File: config.mk
export PLATFORM = sky130hd
export DESIGN_NAME = dch_channel
export DESIGN_NICKNAME = d
export VERILOG_FILES = /design/src/design/dch_pkg.sv /design/src/design/dch_channel.sv
export SDC_FILE = /design/constraint.sdc
export NUM_CORES = 1
export LEC_CHECK = 0
export CORE_ASPECT_RATIO = 0.6
export CORE_UTILIZATION = 45
export CTS_CLUSTER_DIAMETER = 80
export CTS_CLUSTER_SIZE = 10
export DETAILED_ROUTE_END_ITERATION = 10
export DONT_BUFFER_PORTS = 1
export PLACE_DENSITY_LB_ADDON = 0.25
export SLEW_MARGIN = 20
export SYNTH_ARGS = -nofsm -noshare
export SYNTH_HDL_FRONTEND = slang
export SYNTH_SLANG_ARGS = --single-unit
File: constraint.sdc
create_clock -name clk -period 4.3 [get_ports clk]
set_clock_uncertainty 0.2 [all_clocks]
set_input_delay 0.43 -clock clk [delete_from_list [all_inputs] [get_ports clk]]
set_output_delay 0.43 -clock clk [all_outputs]
set_load 0.02 [all_outputs]
File: src/design/dch_pkg.sv
// package: register map, control fields and types of the dma channel
// ==========================================================
`default_nettype none
package dch_pkg;
	// ==========================================================
	// register indices (printed offsets), byte address is four times
	localparam logic [31:0] OFS_CH4_CONTROL = 32'h5000354c;
	localparam logic [31:0] OFS_CH4_ITEM_INDEX = 32'h5000354e;
	localparam logic [31:0] OFS_SRC_LOW = 32'h50003550;
	localparam logic [31:0] OFS_SRC_HIGH = 32'h50003552;
	localparam logic [31:0] OFS_DST_LOW = 32'h50003554;
	localparam logic [31:0] OFS_DST_HIGH = 32'h50003556;
	localparam logic [31:0] OFS_THRESHOLD = 32'h50003558;
	localparam logic [31:0] OFS_LENGTH = 32'h5000355a;
	localparam logic [31:0] OFS_CONTROL = 32'h5000355c;
	localparam logic [31:0] OFS_ITEM_INDEX = 32'h5000355e;
	localparam logic [15:0] REG_RESET = 16'h0000;
	// ==========================================================
	// control word bit positions
	localparam int B_ON = 0;
	localparam int B_WIDTH_LO = 1;
	localparam int B_IRQ_EN = 3;
	localparam int B_TRIGGER = 4;
	localparam int B_DST_INC = 5;
	localparam int B_SRC_INC = 6;
	localparam int B_CIRCULAR = 7;
	localparam int B_PRIO_LO = 8;
	localparam int B_YIELD = 11;
	localparam int B_FILL = 12;
	localparam int B_SENSE = 13;
	localparam logic [15:0] CTRL_WMASK = 16'h3fff;
	localparam logic [1:0] WIDTH_RESERVED = 2'h3;
	// ==========================================================
	// bus request carried to the system bus
	typedef struct packed {
		logic we;
		logic [1:0] size;
		logic [31:0] addr;
		logic [31:0] wdata;
	} dch_bus_req_t;
	typedef enum {
		S_IDLE, S_WAIT, S_ARB, S_RD, S_WR, S_GAP
	} dch_state_t;
endpackage : dch_pkg
`default_nettype wire

File: src/design/dch_channel.sv
// dma channel: apb registers, transfer sequencer, bus master and arbitration
`default_nettype none
module dch_channel #(
	parameter logic [2:0] CH_NUM = 3'h5
) (
	input wire logic clk,
	input wire logic reset_n,
	input wire logic psel,
	input wire logic penable,
	input wire logic pwrite,
	input wire logic [31:0] paddr,
	input wire logic [31:0] pwdata,
	output logic [31:0] prdata,
	output logic pready,
	output logic pslverr,
	input wire logic periph_req,
	input wire logic rival_req,
	input wire logic [2:0] rival_prio,
	input wire logic [2:0] rival_num,
	output logic bus_valid,
	output dch_pkg::dch_bus_req_t bus_out,
	input wire logic bus_ack,
	input wire logic [31:0] bus_rdata,
	output logic bus_lock,
	output logic chan_req,
	output logic chan_clk_en,
	output logic irq
);
	import dch_pkg::*;

	// ==========================================================
	// registers
	logic [15:0] src_lo, src_hi, dst_lo, dst_hi;
	logic [15:0] thr, len, ctrl, idx;
	logic [31:0] data;
	logic req_prev, req_pend;
	dch_state_t state;

	// control fields
	logic on, irq_en, trig, dinc, sinc, circ, yield, fill, sense;
	logic [1:0] width;
	logic [2:0] prio;
	assign on = ctrl[B_ON];
	assign width = ctrl[B_WIDTH_LO +: 2];
	assign irq_en = ctrl[B_IRQ_EN];
	assign trig = ctrl[B_TRIGGER];
	assign dinc = ctrl[B_DST_INC];
	assign sinc = ctrl[B_SRC_INC];
	assign circ = ctrl[B_CIRCULAR];
	assign prio = ctrl[B_PRIO_LO +: 3];
	assign yield = ctrl[B_YIELD];
	assign fill = ctrl[B_FILL];
	assign sense = ctrl[B_SENSE];

	// ==========================================================
	// apb decode
	logic acc, wr_en;
	logic [29:0] wa;
	assign acc = psel && penable && pready;
	assign wr_en = acc && pwrite;
	assign wa = paddr[31:2];
	function automatic logic hit(input logic [29:0] a, input logic [31:0] ofs);
		hit = (a == ofs[29:0]);
	endfunction : hit

	logic mapped;
	logic [15:0] rd_val;
	always_comb begin
		mapped = 1'b1;
		rd_val = 16'h0000;
		if (hit(wa, OFS_SRC_LOW)) rd_val = src_lo;
		else if (hit(wa, OFS_SRC_HIGH)) rd_val = src_hi;
		else if (hit(wa, OFS_DST_LOW)) rd_val = dst_lo;
		else if (hit(wa, OFS_DST_HIGH)) rd_val = dst_hi;
		else if (hit(wa, OFS_THRESHOLD)) rd_val = thr;
		else if (hit(wa, OFS_LENGTH)) rd_val = len;
		else if (hit(wa, OFS_CONTROL)) rd_val = ctrl;
		else if (hit(wa, OFS_ITEM_INDEX)) rd_val = idx;
		else mapped = 1'b0;
	end

	// one wait state keeps pready and prdata straight from flops
	always_ff @(posedge clk) begin
		if (!reset_n) begin
			pready <= 1'b0;
			prdata <= 32'h0000_0000;
			pslverr <= 1'b0;
		end else begin
			pready <= psel && penable && !pready;
			prdata <= {16'h0000, rd_val};
			pslverr <= psel && penable && !pready && !mapped;
		end
	end

	// address halves and count registers
	always_ff @(posedge clk) begin
		if (!reset_n) begin
			src_lo <= REG_RESET;
			src_hi <= REG_RESET;
			dst_lo <= REG_RESET;
			dst_hi <= REG_RESET;
			thr <= REG_RESET;
			len <= REG_RESET;
		end else if (wr_en) begin
			if (hit(wa, OFS_SRC_LOW)) src_lo <= pwdata[15:0];
			if (hit(wa, OFS_SRC_HIGH)) src_hi <= pwdata[15:0];
			if (hit(wa, OFS_DST_LOW)) dst_lo <= pwdata[15:0];
			if (hit(wa, OFS_DST_HIGH)) dst_hi <= pwdata[15:0];
			if (hit(wa, OFS_THRESHOLD)) thr <= pwdata[15:0];
			if (hit(wa, OFS_LENGTH)) len <= pwdata[15:0];
		end
	end

	// ==========================================================
	// sequencer helpers
	logic ack, last, fin, keep_on, req_ok, win;
	logic [1:0] sh;
	logic [31:0] step_src, step_dst;
	assign ack = bus_valid && bus_ack;
	assign last = (idx == len);
	assign fin = (state == S_WR) && ack && last;
	assign keep_on = circ && trig;
	// reserved width falls back to byte steps
	assign sh = (width == WIDTH_RESERVED) ? 2'h0 : width;
	assign step_src = sinc ? ({16'h0000, idx} << sh) : 32'h0000_0000;
	assign step_dst = dinc ? ({16'h0000, idx} << sh) : 32'h0000_0000;
	// level sense uses the line, edge sense a latched rising edge
	assign req_ok = sense ? req_pend : periph_req;
	// higher field wins, ties go to the lower channel number
	// a fill run already under way keeps the bus against every rival
	assign win = !rival_req || (fill && idx != 16'h0000)
		|| (prio > rival_prio)
		|| ((prio == rival_prio) && (CH_NUM < rival_num));

	// control word: software write wins over the self clear
	always_ff @(posedge clk) begin
		if (!reset_n) begin
			ctrl <= REG_RESET;
		end else if (wr_en && hit(wa, OFS_CONTROL)) begin
			ctrl <= pwdata[15:0] & CTRL_WMASK;
		end else if (fin && !keep_on) begin
			ctrl[B_ON] <= 1'b0;
		end
	end

	// rising edge capture; a new edge wins over consumption
	always_ff @(posedge clk) begin
		if (!reset_n) begin
			req_prev <= 1'b0;
			req_pend <= 1'b0;
		end else begin
			req_prev <= periph_req;
			if (periph_req && !req_prev) req_pend <= 1'b1;
			else if (state == S_WAIT && sense && req_pend) req_pend <= 1'b0;
			else if (!on) req_pend <= 1'b0;
		end
	end

	// item index: hardware only, software writes ignored
	always_ff @(posedge clk) begin
		if (!reset_n) begin
			idx <= REG_RESET;
		end else if (!on || state == S_IDLE) begin
			idx <= REG_RESET;
		end else if (state == S_WR && ack) begin
			idx <= last ? REG_RESET : idx + 16'h0001;
		end
	end

	// interrupt pulse after a store, tested before the increment
	always_ff @(posedge clk) begin
		if (!reset_n) irq <= 1'b0;
		else irq <= (state == S_WR) && ack && irq_en && (thr == idx);
	end

	// ==========================================================
	// transfer state machine
	always_ff @(posedge clk) begin
		if (!reset_n) begin
			state <= S_IDLE;
		end else if (!on) begin
			state <= S_IDLE;
		end else begin
			case (state)
				S_IDLE: state <= trig ? S_WAIT : S_ARB;
				S_WAIT: if (req_ok) state <= S_ARB;
				S_ARB: begin
					// fill reads only once; later items go straight to store
					if (win) state <= (fill && idx != 16'h0000) ? S_WR : S_RD;
				end
				S_RD: if (ack) state <= S_WR;
				S_WR: begin
					if (ack) begin
						if (fin && !keep_on) state <= S_IDLE;
						else if (trig) state <= S_WAIT;
						else if (yield) state <= S_GAP;
						else state <= S_ARB;
					end
				end
				S_GAP: state <= S_ARB;
				default: state <= S_IDLE;
			endcase
		end
	end

	// bus request: address from start, index and width
	always_ff @(posedge clk) begin
		if (!reset_n) begin
			bus_valid <= 1'b0;
			bus_out <= '0;
		end else if (ack || !on) begin
			bus_valid <= 1'b0;
		end else if (state == S_ARB && win) begin
			bus_valid <= 1'b1;
			bus_out.size <= sh;
			if (fill && idx != 16'h0000) begin
				bus_out.we <= 1'b1;
				bus_out.addr <= {dst_hi, dst_lo} + step_dst;
				bus_out.wdata <= data;
			end else begin
				bus_out.we <= 1'b0;
				bus_out.addr <= {src_hi, src_lo} + step_src;
			end
		end else if (state == S_RD && ack) begin
			bus_valid <= 1'b0;
		end else if (state == S_WR && !bus_valid) begin
			bus_valid <= 1'b1;
			bus_out.we <= 1'b1;
			bus_out.addr <= {dst_hi, dst_lo} + step_dst;
			bus_out.wdata <= data;
		end
	end

	// read data held for the store and for the whole fill run
	always_ff @(posedge clk) begin
		if (!reset_n) data <= 32'h0000_0000;
		else if (state == S_RD && ack) data <= bus_rdata;
	end

	// lock keeps lower masters off: fill outside the request wait, blocking copies too
	always_ff @(posedge clk) begin
		if (!reset_n) bus_lock <= 1'b0;
		else bus_lock <= on && state != S_IDLE && state != S_WAIT
			&& (fill || (!yield && !trig));
	end

	// request to the arbiter and the channel clock enable
	always_ff @(posedge clk) begin
		if (!reset_n) begin
			chan_req <= 1'b0;
			chan_clk_en <= 1'b0;
		end else begin
			chan_req <= on && state == S_ARB;
			chan_clk_en <= on;
		end
	end
endmodule : dch_channel
`default_nettype wire

Word level (Yosys, flattened, before mapping)
Index checks and enable logic that the tools add are counted.

Add/subtract/negate cells: 3. $lt $le $gt $ge: 2. Equality and inequality tests: 29. Shift-type cells: 1. Mux-type cells: 47. Bitwise operators: 2. Reductions and logical operators: 61.

Operators by type and width (number): 2-to-1 mux 32 bit (8); == test 30 x 29 -> 1 bit (second input constant) (8); 2-to-1 mux 64 bit (3); one-hot mux 32 bit (6 select lines) (1); 2-to-1 mux 16 bit (9); == test 32 x 3 -> 1 bit (second input constant) (4); == test 32 x 2 -> 1 bit (second input constant) (3); adder 32 bit (2); zero test 32 bit (2); == test 16 bit (2); == test 32 x 1 -> 1 bit (second input constant) (1); == test 32 x 4 -> 1 bit (second input constant) (1); != test 32 x 2 -> 1 bit (second input constant) (1); nonzero test 32 bit (1); left shift 16 x 2 -> 32 bit (1); logical AND 1 bit (26); 2-to-1 mux 1 bit (20); adder 16 x 1 -> 16 bit (second input constant) (1); AND reduction 2 bit (8); nonzero test 16 bit (1); 2-to-1 mux 3 bit (4); != test 2 bit (second input constant) (6); zero test 1 bit (9); AND reduction 4 bit (2); 12 further kinds (21).

Register bits: 298. Input bits: 110. Output and inout port bits: 106. Logic and storage cells: 171.

Longest topological paths before layout
Gate-level depths: netlist (run 1).

Word-level depth: 11. Depth in mapped cells: 14. Gate-level depth less buffers: 12.

Worst setup path after synthesis (run 1)
No wires, ideal clock.

Path kind: flip-flop to flip-flop. From: register ctrl[2]. To: register bus_out[62] (netlist bit). Library setup time: 0.069 ns. Arrival time: 3.447 ns. Required time: 4.031 ns. Setup slack: 0.584 ns. Stages on the path, launching flop included: 15. Path buffers: 2. Clock period less this slack: 3.716 ns. Cells stage by stage: dfxtp_1 > nor2b_1 > clkbuf_1 > nor2_1 > clkbuf_1 > and3_1 > ha_1 > fa_1 > a211oi_1 > o211ai_1 > a211oi_2 > o22ai_1 > mux2i_1 > a211o_1 > o21ai_1.

Cells in the longest elaborated chain, start to end: 8. Elaborated cells between the ends (all ways): 11. Classes of those cells: add/sub (2); eq/ne (1); shift (1); mux (7).

Ends and longest elaborated chain: start, declared (line dch_channel.sv:34) `logic [15:0] thr, len, ctrl, idx;`; start signal, assigned (line dch_channel.sv:140) `ctrl <= pwdata[15:0] & CTRL_WMASK;`; == test 2 bit (line dch_channel.sv:124) `assign sh = (width == WIDTH_RESERVED) ? 2'h0 : width;`; 2-to-1 mux 2 bit * (line dch_channel.sv:124); left shift 16 x 2 -> 32 bit * (line dch_channel.sv:125, dch_channel.sv:126); 2-to-1 mux 32 bit (line dch_channel.sv:126) `assign step_dst = dinc ? ({16'h0000, idx} << sh) : 32'h0000_0000;`; adder 32 bit (line dch_channel.sv:218, dch_channel.sv:229); 2-to-1 mux 64 bit (line dch_channel.sv:226) `end else if (state == S_WR && !bus_valid) begin`; 2-to-1 mux 64 bit (line dch_channel.sv:224) `end else if (state == S_RD && ack) begin`; 2-to-1 mux 64 bit * (line dch_channel.sv:213) `end else if (state == S_ARB && win) begin`; end, declared (line dch_channel.sv:21) `output dch_pkg::dch_bus_req_t bus_out,`.

Mark *: on every way between the ends. The rest lies on a longest branch, timed or not. The select of a mux whose other input is x is not followed. A chain may end at the register's enable or synchronous reset.

Worst setup path in the final report (run 1)
From: register ctrl[2]. To: register bus_out[61] (netlist bit).

Same word-level chain as after synthesis.

==> impl_metrics.toml, run 1 <==
[power]
irDropWorstVdd_mv = 0.285
clockPowerShare = 0.464
p_comb_frac = 0.036
swShare = 0.229
p_per_area_nw_per_um2 = 293
pwr-share-seq = 0.501
p_int_mw = 3.61
finalPower_mw = 4.69
p_switching_mw = 1.08
p_leak_nw = 6.25

[placement]
placed_area_um2 = 14700
place_congestion = 1.02
port_buffers = 0
dp_hpwl_um = 34700

[sta]
finalCritPeriodShare = 0.921
worst_slew_pin_slew_ns = 0.931
slew_viol_final = 0
max_freq_mhz = 253
rsz0062_at_grt = "false"
holdWs_ns = 0.0173
slew_headroom = 0.374
setup_violations = 0
final.min_clock_period_ns = 3.96
hold_viol_final = 0

[min_path]
hp-class = "in2reg"
holdPathStages = 4
min_to = "prdata[14]"
worstHoldStart = "paddr[3]"

[detailed_routing]
dr.max_layer_used = "met5"
vias = 12800
drt-total-wl_um = 48100
drtIter0Drc = 1605
dr.pass1.iters = 10
routedLengthMet1_um = 22800
dr_wl_met3_um = 6490
routed-wl-met2_um = 18300
route.detailed.drc = 14
avgRoutedWirePerCell_um = 22.6
ant_nets = 0
routed_via_density = 6.03

[outcome]
violations = "design-rule violations"
outcome = "finished, violations left"

[clock_tree]
cts_setup_buffers = 0
root_buffer = "clkbuf_16"
worstSkewPairLatency_ns = 0.58
clk_pin_slew_ns = 0.06
clock-sinks = 253
cts-buffers-inserted = 29
cts_tree = "done"
cts_max_path_buffers = 3
cts.htree.levels = 1

[logic_synthesis]
seq_area_frac_synth = 0.348
yosys_warnings = 0
synth.top_cell.area_share = 0.348
synth_edf_count = 0
synthFlopType = "dfxtp_1"
synth.cell_area_um2 = 14600
synth.area.top_cells = "dfxtp_1 (35%), nand2_1 (6.9%), a21boi_0 (5.3%), mux2i_1 (4.7%), nor2b_1 (4.3%)"
synthArstFlopShare = 0
synth.distinct_cells = 88
yosys.area.top_type = "dfxtp_1"
synth_cells = 1717
syn_avg_cell_area_um2 = 8.48
ys_ff_latch = 253

[setup_path]
r2r_slack_ns = 0.34
r2r-end = "bus_out[61]"
startpoint = "ctrl[2]"
cp_max_fo = 17
slowest_stage = "nor2_2"
critPathKind = "reg2reg"
critPathMaxStageDelay_ns = 0.54
crit_top_cell = "nor2b_1"
cp-start-kind = "register"
worst_setup_path_end_kind = "register"
required_ns = 4.55
crit_family = "compound AO/OA/AOI/OAI gates"
crit_chain = "nor2b_1 > nor2_2 > a22oi_1 > nor2b_1 > ha_1 > a211oi_1 > o21ai_1 > o2111ai_2 > a2111oi_0 > or4_1 > a31oi_1 > nor3b_2"
rr_startpoint = "ctrl[2]"
worstRegToRegCells = 12
worstPathArrival_ns = 4.21
cp_num_buf_inv = 0

[cells_and_area]
final_nets = 1862
final_util = 0.507
area_growth_pct = 9.87
final_layout_size_suffix_gt1_frac = 0.0633
final_area_um2 = 16000

[die]
core_um2 = 31500
fp.dieH_um = 141
ios = 216
die_w_um = 234
start_util = 0.462
rows = 50
die-area_um2 = 33100

[global_routing]
overflow = 0
grt_pass1_vias = 11300
grt_max_degree = 229
antenna_found_initial = 1
grt_use_total = 0.285
grt_pass1_wl_um = 71500

[job]
cap_violations = 0
==> area by class of cell <==
| class | count | area, um^2 |
|---|---|---|
| fillers | 3007 | 15500 |
| repair buffers | 82 | 771 |
| inverters | 27 | 101 |
| clock inverters | 2 | 28.8 |
| flip-flops and latches | 253 | 5060 |
| well taps | 416 | 520 |
| multi-input cells | 1314 | 8780 |
| diodes | 3 | 7.51 |
| clock buffers | 29 | 726 |
==> metrics by stage <==
| stage | instances | TNS [ns] | setup slack [ns] |
|---|---|---|---|
| after global routing | 2123 | 0 | 0.0500 |
| after floorplan | 1734 | 0 | 0.584 |
| after CTS | 2123 | 0 | 0.155 |
| after detailed placement | 2037 | -0.105 | -0.105 |
| after global placement | 2037 | -0.0827 | -0.0827 |
| final | 2126 | 0 | 0.341 |
==> worst register-to-register path, cell delays in order, from the launching register on <==
cell	delay (ns)
dfxtp_1	0.33
nor2b_1	0.15
nor2_2	0.54
a22oi_1	0.18
nor2b_1	0.25
ha_1	0.28
a211oi_1	0.35
o21ai_1	0.21
o2111ai_2	0.41
a2111oi_0	0.21
or4_1	0.43
a31oi_1	0.22
nor3b_2	0.07
==> logic make-up (layout without fill, tap and decap cells) <==
| kind of cell | after synthesis | in the layout | synth area share |
|---|---|---|---|
| adders and majority gates | 45 | 45 | 0.0397 |
| xor gates and xnor gates | 89 | 89 | 0.0535 |
| muxes | 86 | 86 | 0.0715 |
| DFF | 253 | 253 | 0.348 |
| buffers and inverters | 167 | 140 | 0.0560 |
| other | 1 | 21 | 0.000258 |
| and+or+nand+nor | 652 | 652 | 0.224 |
| AOI/OAI and AO/OA | 424 | 424 | 0.207 |
==> synth_stat cells, types with 33 or more instances <==
library cell  count
xor2_1           56
nor2b_1         101
clkbuf_1         67
o21ai_0          41
ha_1             43
buf_2            38
a21boi_1         33
a21boi_0        102
nand3_1          86
mux2i_1          68
nor2_1           69
a21oi_1          72
xnor2_1          33
nand2_1         269
dfxtp_1         253
==> per-layer routing <==
metal,GRT usage,vias up
li1,-,6026
met3,0.115,45
met1,0.443,6146
met4,0.0390,2
met5,0,-
met2,0.363,597
==> timing repair <==
| action | CTS | global route |
|---|---|---|
| pin swaps | 0 | 0 |
| endpoints found under the hold margin | 232 | 0 |
| resized for setup | 1 | 2 |
| endpoints found under the setup margin | 1 | 4 |
| hold buffers | 55 | 0 |
==> flip-flops by register name (all words and copies together), names as in the netlist, 3 cells and up <==
| signal | cells |
|---|---|
| data | 32 |
| src_hi | 16 |
| prdata | 16 |
| idx | 16 |
| bus_out | 67 |
| dst_hi | 16 |
| ctrl | 14 |
| dst_lo | 16 |
| thr | 16 |
| state | 3 |
| src_lo | 16 |
| len | 16 |
==> layout by cell type (no fill, tap or decap), drive strengths merged, types with 17 or more instances in the layout <==
| cell type | n |
|---|---|
| a21boi | 135 |
| inv | 29 |
| dfxtp | 253 |
| nor2 | 72 |
| mux2i | 68 |
| a21oi | 73 |
| conb | 18 |
| and3 | 21 |
| xor2 | 56 |
| o21ai | 46 |
| a22o | 17 |
| clkbuf | 29 |
| o211ai | 20 |
| ha | 43 |
| nand2 | 271 |
| buf | 28 |
| nor2b | 101 |
| dlygate4sd3 | 54 |
| a21o | 25 |
| nand3 | 89 |
| xnor2 | 33 |
==> worst max path at each step <==
stage	to	cells after the start
floorplan	bus_out[62]	14
global placement	bus_out[61]	12
detailed placement	bus_out[61]	12
CTS	bus_out[61]	12
global route	bus_out[61]	12
finish	bus_out[61]	12
==> power groups by stage <==
stage          sequential [mW]  clock [mW]  combinational (mW)
2_1_floorplan             2.40           0               0.102
3_3_place_gp              2.40           0              0.0654
3_5_place_dp              2.40           0              0.0660
4_1_cts                   2.35        2.21               0.162
5_1_grt                   2.35        2.32               0.173
6_report                  2.35        2.17               0.167
Note: power is estimated with default switching activity, not from simulation.
==> run 2: changes to the inputs <==
Settings changed: CORE_ASPECT_RATIO 0.6 to not set, HOLD_SLACK_MARGIN set to 0.15.
==> impl_metrics.toml, run 2 (synthesized netlist as in run 1, its figures left out) <==
[placement]
dp_hpwl_um = 32400
place_congestion = 0.984
port_buffers = 0
post-place-ws_ns = 0.326

[setup_path]
rr_startpoint = "ctrl[1]"
critPathMaxStageDelay_ns = 0.64
cp-start-kind = "register"
cp_num_buf_inv = 1
crit_family = "compound AO/OA/AOI/OAI gates"
worstPathArrival_ns = 4.32
worst_setup_path_end_kind = "register"
startpoint = "ctrl[1]"
cp_max_fo = 17
critPathKind = "reg2reg"
required_ns = 4.58
slowest_stage = "a211oi_2"
crit_chain = "nor2b_1 > nor2_1 > buf_4 > and3_1 > ha_1 > fa_1 > a211oi_1 > o211ai_1 > a211oi_2 > o22ai_1 > mux2i_1 > a211o_1 > o21ai_1"

[die]
ios = 216
fp.dieH_um = 182
die_w_um = 182
core_um2 = 31700
rows = 65
die-area_um2 = 33100
start_util = 0.459

[cells_and_area]
layout_commonest_cell = "nand2_1"
layout_common_cells = "nand2_1 (269), dfxtp_1 (253), a21boi_0 (102)"
reg.largest.list = "bus_out (67), data (32)"
largest_register_ffs = 67
largest_register = "bus_out"
area_growth_pct = 10.5
final_layout_size_suffix_gt1_frac = 0.0686
final_nets = 1875

[sta]
final.min_clock_period_ns = 4.03
tns_ns = 0
post-route-worst-setup-slack_ns = 0.265
finalCritPeriodShare = 0.938
slew_viol_final = 0
hold_viol_final = 0
max_freq_mhz = 248
setup_violations = 0
slew_headroom = 0.394
rsz0062_at_grt = "false"
worst_slew_pin_slew_ns = 0.910

[clock_tree]
cts_tree = "done"
cts_max_path_buffers = 3
cts-buffers-inserted = 29
clk_pin_slew_ns = 0.06
cts.htree.levels = 1
root_buffer = "clkbuf_16"
cts_setup_buffers = 0
ctsHoldBuffers = 57
cts_resized = 0
worstSkewPairLatency_ns = 0.55
clock-sinks = 253

[power]
pwr-share-seq = 0.500
finalPower_mw = 4.70
p_int_mw = 3.68
p_comb_frac = 0.036
p_per_area_nw_per_um2 = 292
p_switching_mw = 1.01
clockPowerShare = 0.464
swShare = 0.216
irDropWorstVdd_mv = 0.251
p_leak_nw = 6.32

[detailed_routing]
ant_nets = 0
vias = 12600
drtIter0Drc = 1200
dr.pass1.iters = 5
drt-total-wl_um = 45500
routed_via_density = 5.92
avgRoutedWirePerCell_um = 21.4
route.detailed.drc = 0

[min_path]
hp-class = "in2reg"
worstHoldStart = "paddr[2]"

[job]
cap_violations = 0

[global_routing]
antenna_found_initial = 6
overflow = 0
grt_use_total = 0.270
grt_pass1_wl_um = 69600
grt_pass1_vias = 11800
grt_max_degree = 231

[outcome]
outcome = "finished, final reports clean"
-- run 2: metrics by stage --
step / utilization / cells / area (um^2) / hold WS (ns)
3_3_place_gp: 0.464 / 2034 / 14700 / 0.235
2_1_floorplan: - / 1734 / 14600 / 0.231
4_1_cts: 0.507 / 2123 / 16100 / 0.157
6_report: 0.507 / 2126 / 16100 / 0.169
3_5_place_dp: 0.464 / 2034 / 14700 / 0.242
5_1_grt: 0.507 / 2124 / 16100 / 0.185
-- run 2: routing by layer --
| layer | GRT usage | share of wire | up-vias |
|---|---|---|---|
| li1 | - | - | 6039 |
| met1 | 0.361 | 0.44 | 5998 |
| met2 | 0.439 | 0.46 | 467 |
| met3 | 0.0447 | 0.071 | 79 |
| met4 | 0.0955 | 0.034 | 2 |
| met5 | 0 | 0.00024 | - |
-- run 2: final timing paths --
check / endpoint / slack, ns / depth (start not counted)
hold reg to reg: bus_out[3] / 0.25 / 2
setup reg to reg: bus_out[62] / 0.27 / 13
hold / removal: pslverr / 0.17 / 4
setup / recovery: bus_out[62] / 0.27 / 13
-- run 2: cell type report --
cell class / instances / area [um^2]
antenna: 3 / 7.51
tap: 402 / 503
timing repair buffer: 95 / 873
multi-input combinational: 1314 / 8760
inverter: 27 / 101
fill: 3059 / 15600
clock inverter: 1 / 30.0
sequential: 253 / 5060
clock buffer: 31 / 743
-- run 2: power by group through the flow --
stage | logic [mW] | registers (mW) | clock network (mW)
final | 0.170 | 2.35 | 2.18
after global routing | 0.177 | 2.35 | 2.32
after CTS | 0.168 | 2.35 | 2.21
after detailed placement | 0.0669 | 2.40 | 0
after global placement | 0.0663 | 2.40 | 0
after floorplan | 0.102 | 2.40 | 0
-- run 2: worst register-to-register path, stage by stage (launching register included) --
cell	delay, ns
dfxtp_1	0.37
nor2b_1	0.23
nor2_1	0.06
buf_4	0.18
and3_1	0.19
ha_1	0.22
fa_1	0.44
a211oi_1	0.35
o211ai_1	0.23
a211oi_2	0.64
o22ai_1	0.27
mux2i_1	0.17
a211o_1	0.30
o21ai_1	0.11
==> run 3: changes to the inputs <==
--- a/config.mk
+++ b/config.mk
@@ -18 +18,2 @@
 export SYNTH_SLANG_ARGS = --single-unit
+export TNS_END_PERCENT = 20
--- a/constraint.sdc
+++ b/constraint.sdc
@@ -4,2 +4,2 @@
 set_output_delay 0.43 -clock clk [all_outputs]
-set_load 0.02 [all_outputs]
+set_load 0.005 [all_outputs]
==> impl_metrics.toml, run 3 (synthesized netlist as in run 1, its figures left out) <==
[outcome]
outcome = "finished, final reports clean"

[setup_path]
crit_chain = "nor2b_1 > nor2_1 > buf_4 > and3_1 > ha_1 > fa_1 > a211oi_1 > o211ai_1 > a211oi_2 > o22ai_1 > mux2i_1 > a211o_1 > o21ai_1"
critPathMaxStageDelay_ns = 0.61
required_ns = 4.60
worst_setup_path_end_kind = "register"
critPathKind = "reg2reg"
worstPathArrival_ns = 4.28
slowest_stage = "a211oi_2"
cp_max_fo = 17
cp-start-kind = "register"

[placement]
dp_hpwl_um = 32700
place_congestion = 0.979
port_buffers = 0
placed_area_um2 = 14700

[cells_and_area]
final_nets = 1879
final_area_um2 = 16100
area_growth_pct = 10.9
reg.largest.list = "bus_out (67), data (32)"
largest_register_ffs = 67
layout_common_cells = "nand2_1 (269), dfxtp_1 (253), a21boi_0 (102)"
final_util = 0.509
num-fill-cells = 3032
final_layout_size_suffix_gt1_frac = 0.0695
layout_commonest_cell = "nand2_1"
multi_input_area_um2 = 8760
largest_register = "bus_out"
ff_latch_area_um2 = 5060

[die]
fp.dieH_um = 182
core_um2 = 31700
die-area_um2 = 33100
rows = 65
start_util = 0.459
ios = 216
die_w_um = 182

[detailed_routing]
drtIter0Drc = 1159
vias = 12600
ant_nets = 0
route.detailed.drc = 0
avgRoutedWirePerCell_um = 21.5
drt-total-wl_um = 45900
dr.pass1.iters = 7
routed_via_density = 5.91

[sta]
setup_violations = 0
worst_slew_pin_slew_ns = 0.933
slew_headroom = 0.378
hold_viol_final = 0
finalCritPeriodShare = 0.927
tns_ns = 0
slew_viol_final = 0
rsz0062_at_grt = "false"
final.min_clock_period_ns = 3.99
max_freq_mhz = 251

[global_routing]
grt_max_degree = 231
grt_pass1_vias = 11800
grt_use_total = 0.272
grt_pass1_wl_um = 69600
antenna_found_initial = 3
overflow = 0

[power]
finalPower_mw = 4.71
irDropWorstVdd_mv = 0.305
p_leak_nw = 6.35
p_per_area_nw_per_um2 = 292

[clock_tree]
clk_pin_slew_ns = 0.06
cts_max_path_buffers = 3
root_buffer = "clkbuf_16"
cts-buffers-inserted = 29
clock-sinks = 253
worstSkewPairLatency_ns = 0.56
cts_resized = 0
cts.htree.levels = 1
cts_tree = "done"

[job]
cap_violations = 0

[min_path]
hp-class = "in2reg"
==> run 3: cell count changes in the layout (fill, tap and decap cells not counted), sizes merged <==
cell and delta:
inv +1, diode -1, buf +1, dlygate4sd3 +3
==> run 3: repair_timing <==
| action | CTS | global route |
|---|---|---|
| hold buffers | 60 | 0 |
| buffers inserted | 0 | 0 |
| endpoints found under the hold margin | 237 | 0 |
==> run 3: area by class of cell <==
class                           instances  area share
Clock buffer                           31      0.0460
Multi-Input combinational cell       1314       0.543
Sequential cell                       253       0.314
Clock inverter                          2     0.00240
Tap cell                              402      0.0312
Timing Repair Buffer                   99      0.0572
Antenna cell                            2    0.000310
Inverter                               27     0.00628
==> run 3: where the power goes <==
part	total [mW]	internal [mW]	switching [mW]
sequential	2.35	2.35	0.000851
clock	2.21	1.26	0.946
combinational	0.161	0.0784	0.0824
total	4.71	3.69	1.03
==> run 3: final timing paths <==
path                               start  cells after the start  slack [ns]           to
worst max-delay path             ctrl[2]                     13        0.31  bus_out[62]
worst min-delay path            paddr[4]                      3        0.19      ctrl[3]
worst max register to register   ctrl[2]                     13        0.31  bus_out[62]
worst min register to register   data[4]                      2        0.24   bus_out[4]
==> run 3: per-layer routing <==
metal | GRT usage | wire (um)
met5 | 0 | 13
met4 | 0.0847 | 1250
met3 | 0.0461 | 3420
met2 | 0.447 | 21400
met1 | 0.363 | 19900
==> run 3: per-stage QoR <==
step	hold slack, ns	std cells	worst slack (ns)
floorplan	0.231	1734	0.584
global placement	0.235	2035	0.351
detailed placement	0.242	2035	0.318
CTS	0.157	2128	0.302
global route	0.192	2129	0.0257
finish	0.185	2130	0.314
==> run 3: critical path, delay by kind of cell (launching register included) <==
family	cells	cell delay, ns
muxes	1	0.16
buffers and inverters	1	0.19
and+or+nand+nor	3	0.53
AOI/OAI and AO/OA	6	1.82
adders and majority gates	2	0.65
DFF	1	0.37
